==> src/core/hrac_defines.vh <==
// constants for the hub reset and attach control block
`ifndef HRAC_DEFINES_VH
`define HRAC_DEFINES_VH

// =====================================================================
// transaction translator
`define HRAC_TT_NP_BUFS      3'h4
`define HRAC_TT_CNT_W        3

// =====================================================================
// configuration memory
`define HRAC_EE_DEPTH        512
`define HRAC_EE_AW           9
`define HRAC_EE_LAST         9'h1ff
`define HRAC_SPI_AW          16
`define HRAC_SPI_SIG_ADDR    16'hfffa
`define HRAC_SPI_BOOT_ADDR   16'h0000
`define HRAC_SIG_LEN         3'h4
`define HRAC_SIG_LAST        2'h3

// =====================================================================
// timing: clock period in ps, detach limit in ms
`define HRAC_CLK_PS          5000
`define HRAC_DETACH_MS       10000
`define HRAC_PS_PER_MS       1000000000
// ten seconds of 5 ns cycles, 2000000000, well below the top of the 32-bit counter
`define HRAC_DETACH_CYC      32'h77359400
`define HRAC_DETACH_W        32

// =====================================================================
// sequencer states
`define HRAC_ST_RESET        3'h0
`define HRAC_ST_PROBE        3'h1
`define HRAC_ST_SIG          3'h2
`define HRAC_ST_LOAD         3'h3
`define HRAC_ST_READY        3'h4

`endif

==> src/core/hrac_top.v <==
// reset pad states, configuration source selection and upstream attach gating
`timescale 1ns/1ps
`default_nettype none
`include "hrac_defines.vh"

// How it works
// RULE1 - one shared transaction translator offering exactly four non-periodic buffers
// RULE2 - configuration comes from defaults or from external eeprom or spi flash
// RULE3 - external two-wire memory is 512 bytes; read it when attached
// RULE4 - no external memory found: use internal defaults everywhere
// RULE5 - with external memory, accept config updates arriving over upstream usb
// RULE6 - attach upstream only after configuration is established
// RULE7 - port power controls are active high
// RULE8 - d+ pull-up off whenever upstream supply sense is inactive
// RULE9 - after supply sense falls, remove d+ pull-up within ten seconds
// RULE10 - downstream pull-ups only while upstream vbus is powered
// RULE11 - high-impedance reset pads disable output driver and input buffer
// RULE12 - power off drives low with pull-up off; on releases driver, pull-up on
// RULE13 - latch spi speed strap at reset release, then drop pull-down, reuse as data out
// RULE14 - after power-on, check flash signature at 0xfffa; boot 0x0000 or internal rom
// RULE15 - in reset: port power low, flash select high, card pads z, detect pull-up
module hrac_top (
    input  wire                      mclk,
    input  wire                      rst_n,
    input  wire                      upstream_supply_sense,
    input  wire                      spi_speed_strap,
    input  wire                      ee_present,
    input  wire                      flash_present,
    input  wire                      src_valid,
    input  wire [7:0]                src_data,
    input  wire                      usb_upd_valid,
    input  wire [`HRAC_EE_AW-1:0]    usb_upd_addr,
    input  wire [7:0]                usb_upd_data,
    input  wire [1:0]                port_power_req,
    input  wire [`HRAC_EE_AW-1:0]    cfg_raddr,
    input  wire                      tt_alloc,
    input  wire                      tt_free,
    output reg                       src_rd_q,
    output reg  [`HRAC_SPI_AW-1:0]   src_addr_q,
    output reg                       flash_cs_low_q,
    output reg  [1:0]                port_power_ctl_q,
    output reg  [1:0]                port_power_ctl_oe_q,
    output reg  [1:0]                port_power_pu_q,
    output reg                       dp_pullup_q,
    output reg                       dn_pullup_en_q,
    output reg                       card_pad_en_q,
    output reg                       card_detect_low_pu_q,
    output reg                       strap_pd_q,
    output reg                       spi_fast_q,
    output reg                       cfg_from_ext_q,
    output reg                       boot_ext_q,
    output reg                       cfg_done_q,
    output reg                       upd_ack_q,
    output reg                       tt_avail_q,
    output reg  [`HRAC_TT_CNT_W-1:0] tt_free_cnt_q,
    output wire [7:0]                cfg_rdata_q
);
    localparam [`HRAC_DETACH_W-1:0] DETACH_CYC = `HRAC_DETACH_CYC;

    // =================================================================
    // input synchronisers (pins)
    reg [1:0] vb_s_q, strap_s_q, ee_s_q, fl_s_q;
    always @(posedge mclk) begin
        vb_s_q    <= {vb_s_q[0], upstream_supply_sense};
        strap_s_q <= {strap_s_q[0], spi_speed_strap};
        ee_s_q    <= {ee_s_q[0], ee_present};
        fl_s_q    <= {fl_s_q[0], flash_present};
    end
    wire vbus_on = vb_s_q[1];

    // =================================================================
    // configuration sequencer
    reg [2:0]                  st_q;
    reg [1:0]                  sig_idx_q;
    reg                        sig_ok_q;
    reg                        rd_pend_q;
    reg [`HRAC_EE_AW-1:0]      ld_addr_q;
    reg                        mem_we;
    reg [`HRAC_EE_AW-1:0]      mem_waddr;
    reg [7:0]                  mem_wdata;
    // flash upgrade signature bytes "2DFU"
    wire [7:0] sig_byte = (sig_idx_q == 2'h0) ? 8'h32 :
                          (sig_idx_q == 2'h1) ? 8'h44 :
                          (sig_idx_q == 2'h2) ? 8'h46 : 8'h55;

    always @* begin
        mem_we    = 1'b0;
        mem_waddr = ld_addr_q;
        mem_wdata = src_data;
        if (st_q == `HRAC_ST_LOAD && rd_pend_q && src_valid) begin
            mem_we = 1'b1; // RULE3
        end else if (st_q == `HRAC_ST_READY && cfg_from_ext_q && usb_upd_valid) begin
            mem_we    = 1'b1; // RULE5
            mem_waddr = usb_upd_addr;
            mem_wdata = usb_upd_data;
        end
    end

    hrac_cfg_mem hrac_cfg_mem_i (
        .mclk  (mclk),
        .we    (mem_we),
        .waddr (mem_waddr),
        .wdata (mem_wdata),
        .raddr (cfg_raddr),
        .rdata (cfg_rdata_q)
    );

    always @(posedge mclk) begin
        if (!rst_n) begin
            st_q           <= `HRAC_ST_RESET;
            sig_idx_q      <= 2'h0;
            sig_ok_q       <= 1'b1;
            rd_pend_q      <= 1'b0;
            ld_addr_q      <= {`HRAC_EE_AW{1'b0}};
            src_rd_q       <= 1'b0;
            src_addr_q     <= `HRAC_SPI_SIG_ADDR;
            flash_cs_low_q <= 1'b0; // RULE15
            cfg_from_ext_q <= 1'b0;
            boot_ext_q     <= 1'b0;
            cfg_done_q     <= 1'b0;
            upd_ack_q      <= 1'b0;
            spi_fast_q     <= 1'b0;
            strap_pd_q     <= 1'b1;
        end else begin
            src_rd_q  <= 1'b0;
            upd_ack_q <= mem_we && st_q == `HRAC_ST_READY;
            case (st_q)
                `HRAC_ST_RESET: begin
                    // strap caught on the first clock after release
                    spi_fast_q <= strap_s_q[1]; // RULE13
                    strap_pd_q <= 1'b0; // RULE13
                    st_q       <= `HRAC_ST_PROBE;
                end
                `HRAC_ST_PROBE: begin
                    if (fl_s_q[1]) begin
                        flash_cs_low_q <= 1'b1; // RULE14
                        src_addr_q     <= `HRAC_SPI_SIG_ADDR;
                        src_rd_q       <= 1'b1;
                        rd_pend_q      <= 1'b1;
                        st_q           <= `HRAC_ST_SIG;
                    end else if (ee_s_q[1]) begin
                        src_addr_q <= `HRAC_SPI_BOOT_ADDR;
                        src_rd_q   <= 1'b1;
                        rd_pend_q  <= 1'b1;
                        st_q       <= `HRAC_ST_LOAD; // RULE2
                    end else begin
                        cfg_from_ext_q <= 1'b0; // RULE4
                        st_q           <= `HRAC_ST_READY;
                    end
                end
                `HRAC_ST_SIG: begin
                    if (src_valid) begin
                        if (src_data != sig_byte) begin
                            sig_ok_q <= 1'b0;
                        end
                        if (sig_idx_q == `HRAC_SIG_LAST) begin
                            // signature decides boot source
                            boot_ext_q     <= sig_ok_q && src_data == sig_byte; // RULE14
                            flash_cs_low_q <= 1'b0;
                            cfg_from_ext_q <= 1'b1; // RULE2
                            rd_pend_q      <= 1'b0;
                            st_q           <= `HRAC_ST_READY;
                        end else begin
                            sig_idx_q  <= sig_idx_q + 2'h1;
                            src_addr_q <= src_addr_q + 16'h0001;
                            src_rd_q   <= 1'b1;
                        end
                    end
                end
                `HRAC_ST_LOAD: begin
                    if (src_valid) begin
                        if (ld_addr_q == `HRAC_EE_LAST) begin
                            rd_pend_q      <= 1'b0;
                            cfg_from_ext_q <= 1'b1; // RULE3
                            st_q           <= `HRAC_ST_READY;
                        end else begin
                            ld_addr_q  <= ld_addr_q + 9'h001;
                            src_addr_q <= src_addr_q + 16'h0001;
                            src_rd_q   <= 1'b1;
                        end
                    end
                end
                `HRAC_ST_READY: begin
                    cfg_done_q <= 1'b1; // RULE6
                end
                default: st_q <= `HRAC_ST_RESET;
            endcase
        end
    end

    // =================================================================
    // upstream attach and detach timing
    // detach is immediate; the saturating counter is only a backstop at ten seconds
    reg [`HRAC_DETACH_W-1:0] off_cnt_q;
    always @(posedge mclk) begin
        if (!rst_n) begin
            dp_pullup_q    <= 1'b0;
            dn_pullup_en_q <= 1'b0;
            off_cnt_q      <= {`HRAC_DETACH_W{1'b0}};
        end else begin
            dp_pullup_q    <= vbus_on && cfg_done_q && off_cnt_q < DETACH_CYC; // RULE6 RULE8 RULE9
            dn_pullup_en_q <= vbus_on; // RULE10
            off_cnt_q      <= vbus_on ? {`HRAC_DETACH_W{1'b0}} :
                              (off_cnt_q == DETACH_CYC) ? off_cnt_q :
                              off_cnt_q + 32'h00000001;
        end
    end

    // =================================================================
    // pads: port power, card interface
    genvar p;
    generate
        for (p = 0; p < 2; p = p + 1) begin : g_port
            always @(posedge mclk) begin
                if (!rst_n) begin
                    port_power_ctl_q[p]    <= 1'b0; // RULE15
                    port_power_ctl_oe_q[p] <= 1'b1;
                    port_power_pu_q[p]     <= 1'b0;
                end else begin
                    // high level means port powered; open drain when on
                    port_power_ctl_q[p]    <= 1'b0; // RULE7
                    port_power_ctl_oe_q[p] <= ~port_power_req[p]; // RULE12
                    port_power_pu_q[p]     <= port_power_req[p]; // RULE12
                end
            end
        end
    endgenerate

    always @(posedge mclk) begin
        if (!rst_n) begin
            card_pad_en_q        <= 1'b0; // RULE11 RULE15
            card_detect_low_pu_q <= 1'b1; // RULE15
        end else begin
            card_pad_en_q        <= cfg_done_q;
            card_detect_low_pu_q <= 1'b1;
        end
    end

    // =================================================================
    // transaction translator buffer pool
    always @(posedge mclk) begin
        if (!rst_n) begin
            tt_free_cnt_q <= `HRAC_TT_NP_BUFS; // RULE1
            tt_avail_q    <= 1'b1;
        end else begin
            if (tt_alloc && !tt_free && tt_free_cnt_q != 3'h0) begin
                tt_free_cnt_q <= tt_free_cnt_q - 3'h1;
                tt_avail_q    <= tt_free_cnt_q != 3'h1;
            end else if (tt_free && !tt_alloc && tt_free_cnt_q != `HRAC_TT_NP_BUFS) begin
                tt_free_cnt_q <= tt_free_cnt_q + 3'h1; // RULE1
                tt_avail_q    <= 1'b1;
            end
        end
    end
endmodule
`default_nettype wire

==> src/core/hrac_cfg_mem.v <==
// small configuration store, 512 bytes, registered read
`timescale 1ns/1ps
`default_nettype none
`include "hrac_defines.vh"

module hrac_cfg_mem (
    input  wire                    mclk,
    input  wire                    we,
    input  wire [`HRAC_EE_AW-1:0]  waddr,
    input  wire [7:0]              wdata,
    input  wire [`HRAC_EE_AW-1:0]  raddr,
    output reg  [7:0]              rdata
);
    reg [7:0] mem [0:`HRAC_EE_DEPTH-1];

    always @(posedge mclk) begin
        if (we) begin
            mem[waddr] <= wdata;
        end
        rdata <= mem[raddr];
    end
endmodule
`default_nettype wire

==> config.mk <==
export PLATFORM = sky130hd
export DESIGN_NAME = hrac_top
export DESIGN_NICKNAME = d
export VERILOG_FILES = /design/src/core/hrac_top.v /design/src/core/hrac_cfg_mem.v
export VERILOG_INCLUDE_DIRS = /design/src /design/src/core
export SDC_FILE = /design/constraint.sdc
export NUM_CORES = 2
export LEC_CHECK = 0
export BUFFER_PORTS_ARGS = -buffer_cell sky130_fd_sc_hd__buf_2
export CAP_MARGIN = 20
export CORE_UTILIZATION = 30
export DETAILED_ROUTE_END_ITERATION = 16
export SLEW_MARGIN = 20
export SYNTH_ARGS = -nofsm -noshare
export SYNTH_HDL_FRONTEND = slang
export SYNTH_HIERARCHICAL = 1
export SYNTH_SLANG_ARGS = --single-unit
==> constraint.sdc <==
create_clock -name mclk -period 7.1 [get_ports mclk]
set_clock_uncertainty 0.2 [all_clocks]
set_input_delay 1.065 -clock mclk [delete_from_list [all_inputs] [get_ports mclk]]
set_output_delay 1.065 -clock mclk [all_outputs]
set_load 0.02 [all_outputs]
; ---- Word level (Yosys, flattened, before mapping)
; Memories as Yosys holds them, arrays and structs flattened. A register that Yosys moved wholly into a read port is not among the register bits.
; Cells that the tools add are included.
[word_totals]
rom_bits = 0
wordCells = 147
ram_bits = 4096
mem_count = 1
out_inout_bits = 46
latchBits = 0
reg_bits = 91
[mem_list]
columns = memory, words, width, read_ports, rd_clocked_by_memory_dff, wr, line
row1 = hrac_cfg_mem_i.mem, 512, 8, 1, 1, 1, hrac_cfg_mem.v:14  ; reg [7:0] mem [0:`HRAC_EE_DEPTH-1];
[op_classes]
n_reduce_logical = 30
n_bitwise = 6
order_cmp = 1
eq_ne = 23
mux = 52
shift = 0
n_addsub = 6
multipliers = 0
div_mod_pow = 0
[ops]
columns = operator, count
row1 = 16-bit two-way mux, 6
row2 = 16-bit case mux with 3 select lines, 1
row3 = "32-bit by 1-bit adder with 32-bit output, second input constant", 1
row4 = "32-bit by 31-bit equality test with 1-bit output, second input constant", 1
row5 = "32-bit by 31-bit less-than comparator with 1-bit output, second input constant", 1
row6 = 1-bit two-way mux, 25
row7 = 3-bit two-way mux, 8
row8 = 9-bit two-way mux, 2
row9 = "16-bit by 1-bit adder with 16-bit output, second input constant", 1
row10 = 8-bit two-way mux, 2
row11 = "2-bit != test, second input constant", 8
row12 = 3-bit case mux with 5 select lines, 1
row13 = 1-bit logical AND, 12
row14 = 3-bit AND reduction, 4
row15 = 6-bit AND reduction, 2
row16 = 5-bit two-way mux, 2
row17 = "9-bit by 1-bit adder with 9-bit output, second input constant", 1
row18 = "9-bit equality test, second input constant", 1
row19 = 1-bit case mux with 3 select lines, 3
row20 = 8-bit by 7-bit equality test with 1-bit output, 1
row21 = 8-bit by 7-bit != test with 1-bit output, 1
row22 = 7-bit two-way mux, 1
row23 = 7-bit AND reduction, 1
row24 = "3-bit by 2-bit equality test with 1-bit output, second input constant", 2
row25 = 20 further kinds, 30

; ---- Depth between registers and ports, before layout
[logic_depth]
depth_word = 7
mapped_depth = 12

; ---- Modules after synthesis
; Netlist, hierarchy kept.
[by_module_without_submodules]
columns = module, seq_area_each_um2, cells_per_inst, instances, area_per_inst_um2
row1 = hrac_cfg_mem, 123158.1, 8030, 1, 159927.1
row2 = hrac_top, 1821.7, 533, 1, 4609.4

; ---- Least setup slack after synthesis
; No wires, ideal clock.
[synth_path]
kind = input -> register
start = in usb_upd_valid
end = mem hrac_cfg_mem_i.mem[0][5], data pin
setup_slack_ps = 856
stages = 4
arrival_time_ps = 5132
path_buffers = 2
path_cell_list = and3_1 > buf_2 > buf_2 > mux2_2
[synth_between]
elab_chain_cells = 3
[synth_rtl]
columns = item, line
row1 = "start, declared", hrac_top.v:31  ; input wire usb_upd_valid,
row2 = 1-bit logical AND, hrac_top.v:92  ; end else if (st_q == `HRAC_ST_READY && cfg_from_ext_q && usb_upd_valid) begin
row3 = 8-bit two-way mux, hrac_top.v:92
row4 = 8-bit two-way mux, hrac_top.v:90  ; if (st_q == `HRAC_ST_LOAD && rd_pend_q && src_valid) begin
row5 = named net mem_wdata[5], hrac_top.v:80  ; reg [7:0] mem_wdata;
row6 = "end, declared", hrac_cfg_mem.v:14
; The timed path passes the listed nets, and every way through them passes these cells.

; ---- Final worst setup path
[layout_path]
start = reg st_q[1]
end = mem hrac_cfg_mem_i.mem[209][3], enable pin
[layout_between]
word_cells_on_any_way = 12
[layout_lines]
columns = item, line
row1 = "start, declared", hrac_top.v:73  ; reg [2:0] st_q;
row2 = "start signal, assigned", hrac_top.v:110  ; st_q <= `HRAC_ST_RESET;
row3 = "start signal, assigned", hrac_top.v:132  ; st_q <= `HRAC_ST_PROBE;
row4 = "start signal, assigned", hrac_top.v:140  ; st_q <= `HRAC_ST_SIG;
row5 = 3-bit equality test, -
row6 = 1-bit logical AND (2 in a row), hrac_top.v:92
row7 = 9-bit two-way mux, hrac_top.v:92
row8 = 9-bit two-way mux *, hrac_top.v:90
row9 = named net mem_waddr[5], hrac_top.v:79  ; reg [`HRAC_EE_AW-1:0] mem_waddr;
; The timed path passes the listed nets; every way through them passes the cells marked *.

==> qor.txt <==
outcome - completed
Worst EP arrival - 5.88 ns
Post-Syn Area - 0.165 mm²
Worst-path clk slew - 0.06 ns
multi-input logic area - 0.0367 mm²
global routing usage on met3 - 0.0287
global-route met1 utilization - 0.205
Max Slew Vio Count - 0
vias in the first global route - 85,700
die width - 743 µm
DRT antenna net count - 0
IO Port Bufs - 88
maximum root-to-sink buffer count - 4
commonest non-fill, non-tap cells in the layout - edfxtp_1 (4,096), mux2i_1 (802), mux4_2 (654)
Nets - 8,799
WL per Instance - 26.7 µm
crit path buf inv count - 0
hold path startpoint - strap_s_q[0]
max_cap viols - 0
reg2reg end - hrac_cfg_mem_i/mem[209][3]
power per cell area - 278 mW/mm²
busiest metal layer after global routing - met2
Min-Delay Path Class - reg -> reg
Detailed Route WL - 436,000 µm
via/cell ratio - 5.28
worst r2r src - st_q[1]
register area share after synthesis - 0.760
slowest CP cell - nand2_1
initial core utilization - 0.302
Reg area - 0.125 mm²
via count - 86,200
crit-path leading delay family - simple AND/OR/NAND/NOR gates
dpl cells - 15,500
fin crit period - 5.50 ns
Die Height - 743 µm
die area - 0.551 mm²
Hold Violations, Final - 0
Overflow after GRT - 0
Synth cell types - 82
first-pass GRT wire length - 625,000 µm
GP Congestion - 0.911
TritonCTS buffer count - 426
I/O pins - 92
clk sinks - 4,195
Critical Path RT - 7.48 ns
Setup CP Type - reg -> reg
relative slew slack - 0.218
Hold Path Depth - 0
mean post-synth cell area - 19.2 µm²
RSZ-0062 raised after global routing - false
CTS H-Tree Depth - 5
hold endpoint - strap_s_q[1]
DP Wirelength - 268,000 µm
Final setup viols - 0
Pre-antenna DRT Iters - 8
GRT Total Usage - 0.153
# rows - 271
layout cell share with drive strength beyond 1 - 0.178
r2r setup slk - 1.60 ns
commonest non-fill, non-tap cell in the layout - edfxtp_1
Worst-Margin Slew - 1.17 ns
Core Area - 0.546 mm²
Root Buffer - clkbuf_16
Startpoint Class - flop
CP max stage delay - 0.97 ns
TritonCTS clock tree - yes
Static Leak - 58.3 nW
largest net degree at the start of global routing - 158
drt initial violations - 10,500
final design utilization - 0.344
met2 Use GR - 0.253
area grow syn2layout - 13.9%
Post-synth EDFFs - 4,096
Peak supply drop - 0.000210 V
Max Clk Rate - 0.182 GHz
R2R cell count - 6
worst skew pair latency - 0.98 ns
Synth Warn # - 6
worst hold slack - 0.127 ns
top_reg_cell synth - edfxtp_1
Non-Filler Instances - 16,300
initial antenna violation count - 21
DRC - 0
Crit Path Max Fanout - 18
period utilization - 0.775
Synth Instances - 8,563
fillers - 50,300
CP cell instances - nor3b_1 > and3_1 > mux2_2 > nor2b_1 > nand2_1 > nor2_1
ys async rst share - 0
flops & latches, synth - 4,195
Crit. End Element - flop
setup TNS - 0 ns
[worst max path at each step]
| stage | slack (ns) | end | startpoint | depth (start not counted) |
|---|---|---|---|---|
| final | 1.60 | hrac_cfg_mem_i/mem[209][3] | st_q[1] | 6 |
| after detailed placement | 1.44 | hrac_cfg_mem_i/rdata[3] | cfg_raddr[0] | 9 |
| after CTS | 1.65 | hrac_cfg_mem_i/mem[175][5] | st_q[1] | 6 |
| after global placement | 1.10 | hrac_cfg_mem_i/rdata[5] | cfg_raddr[0] | 10 |
| after floorplan | 0.86 | hrac_cfg_mem_i/mem[0][5] | usb_upd_valid | 4 |
| after global routing | 1.44 | hrac_cfg_mem_i/mem[175][3] | st_q[1] | 6 |
[layout make-up]
cell class / count / area share
sequential: 4195 / 0.667
multi-input combinational: 3803 / 0.196
clock buffer: 509 / 0.0597
tap: 7234 / 0.0483
timing repair buffer: 295 / 0.0147
clock inverter: 271 / 0.0142
inverter: 21 / 0.000461
antenna: 6 / 0.0000801
[registers in the layout (all words and copies together), names as in the netlist, 3 cells and up]
| signal | cells |
|---|---|
| hrac_cfg_mem_i/mem | 4096 |
| hrac_cfg_mem_i/rdata | 8 |
| ld_addr_q | 9 |
| off_cnt_q | 32 |
| src_addr_q | 16 |
| st_q | 3 |
| tt_free_cnt_q | 3 |
[per-stage QoR]
stage                     setup slack (ns)  power (mW)  instance area, µm²
after CTS                             1.65        52.5              187000
final                                 1.60        52.2              187000
after floorplan                      0.856        29.6              165000
after global routing                  1.44        53.6              187000
after detailed placement              1.44        30.5              174000
after global placement                1.10        30.5              174000
[synthesized netlist by cell type, drive strengths merged (13+ instances only)]
master,count,share of area
edfxtp,4096,0.75
mux2i,802,0.049
mux4,654,0.090
nor2,639,0.015
o221ai,372,0.020
clkbuf,285,0.0065
buf,260,0.012
a21oi,232,0.0071
o22ai,164,0.0062
o21ai,149,0.0045
nand2,136,0.0031
nor3,125,0.0038
dfxtp,99,0.012
nand3,66,0.0020
a22oi,62,0.0028
nand4,49,0.0019
nor4,41,0.0016
and2,27,0.0010
o31ai,23,0.0010
inv,21,0.00048
a211oi,20,0.00091
and3,18,0.00068
mux2,18,0.0012
or3,15,0.00057
or4,15,0.00073
xor2,13,0.00069
[logic make-up after synthesis]
kind of cell    share of synthesized area
compound gates                     0.0463
mux                                 0.140
xor+xnor                          0.00106
simple gates                       0.0333
flops                               0.760
buf+inv                            0.0192
other cells                     0.0000456
fa+ha+maj                        0.000836
[per-layer routing]
layer	vias to the layer above	share of wire	wire (µm)
met4	8	0.029	12600
li1	35800	-	-
met3	740	0.092	39900
met1	45300	0.40	172000
met5	-	0.000094	41
met2	4318	0.48	211000
[timing repair]
item,4_1_cts,5_1_grt
hold buffers,4,0
resized for setup,0,0
buffers inserted,0,0
hold endpoints to repair,4,0
[power breakdown]
part | internal, mW | total, mW | switching, mW
sequential | 27.2 | 27.3 | 0.0852
combinational | 0.856 | 2.69 | 1.83
clock | 13.0 | 22.2 | 9.22
total | 41.1 | 52.2 | 11.1
[worst reg2reg max path, delay by kind of cell (launching register included)]
family / cells / cell delay, ns
multiplexers: 1 / 0.45
AND/OR/NAND/NOR: 5 / 3.98
flip-flops: 1 / 0.51
No activity file was read; power rests on OpenSTA's default activity.
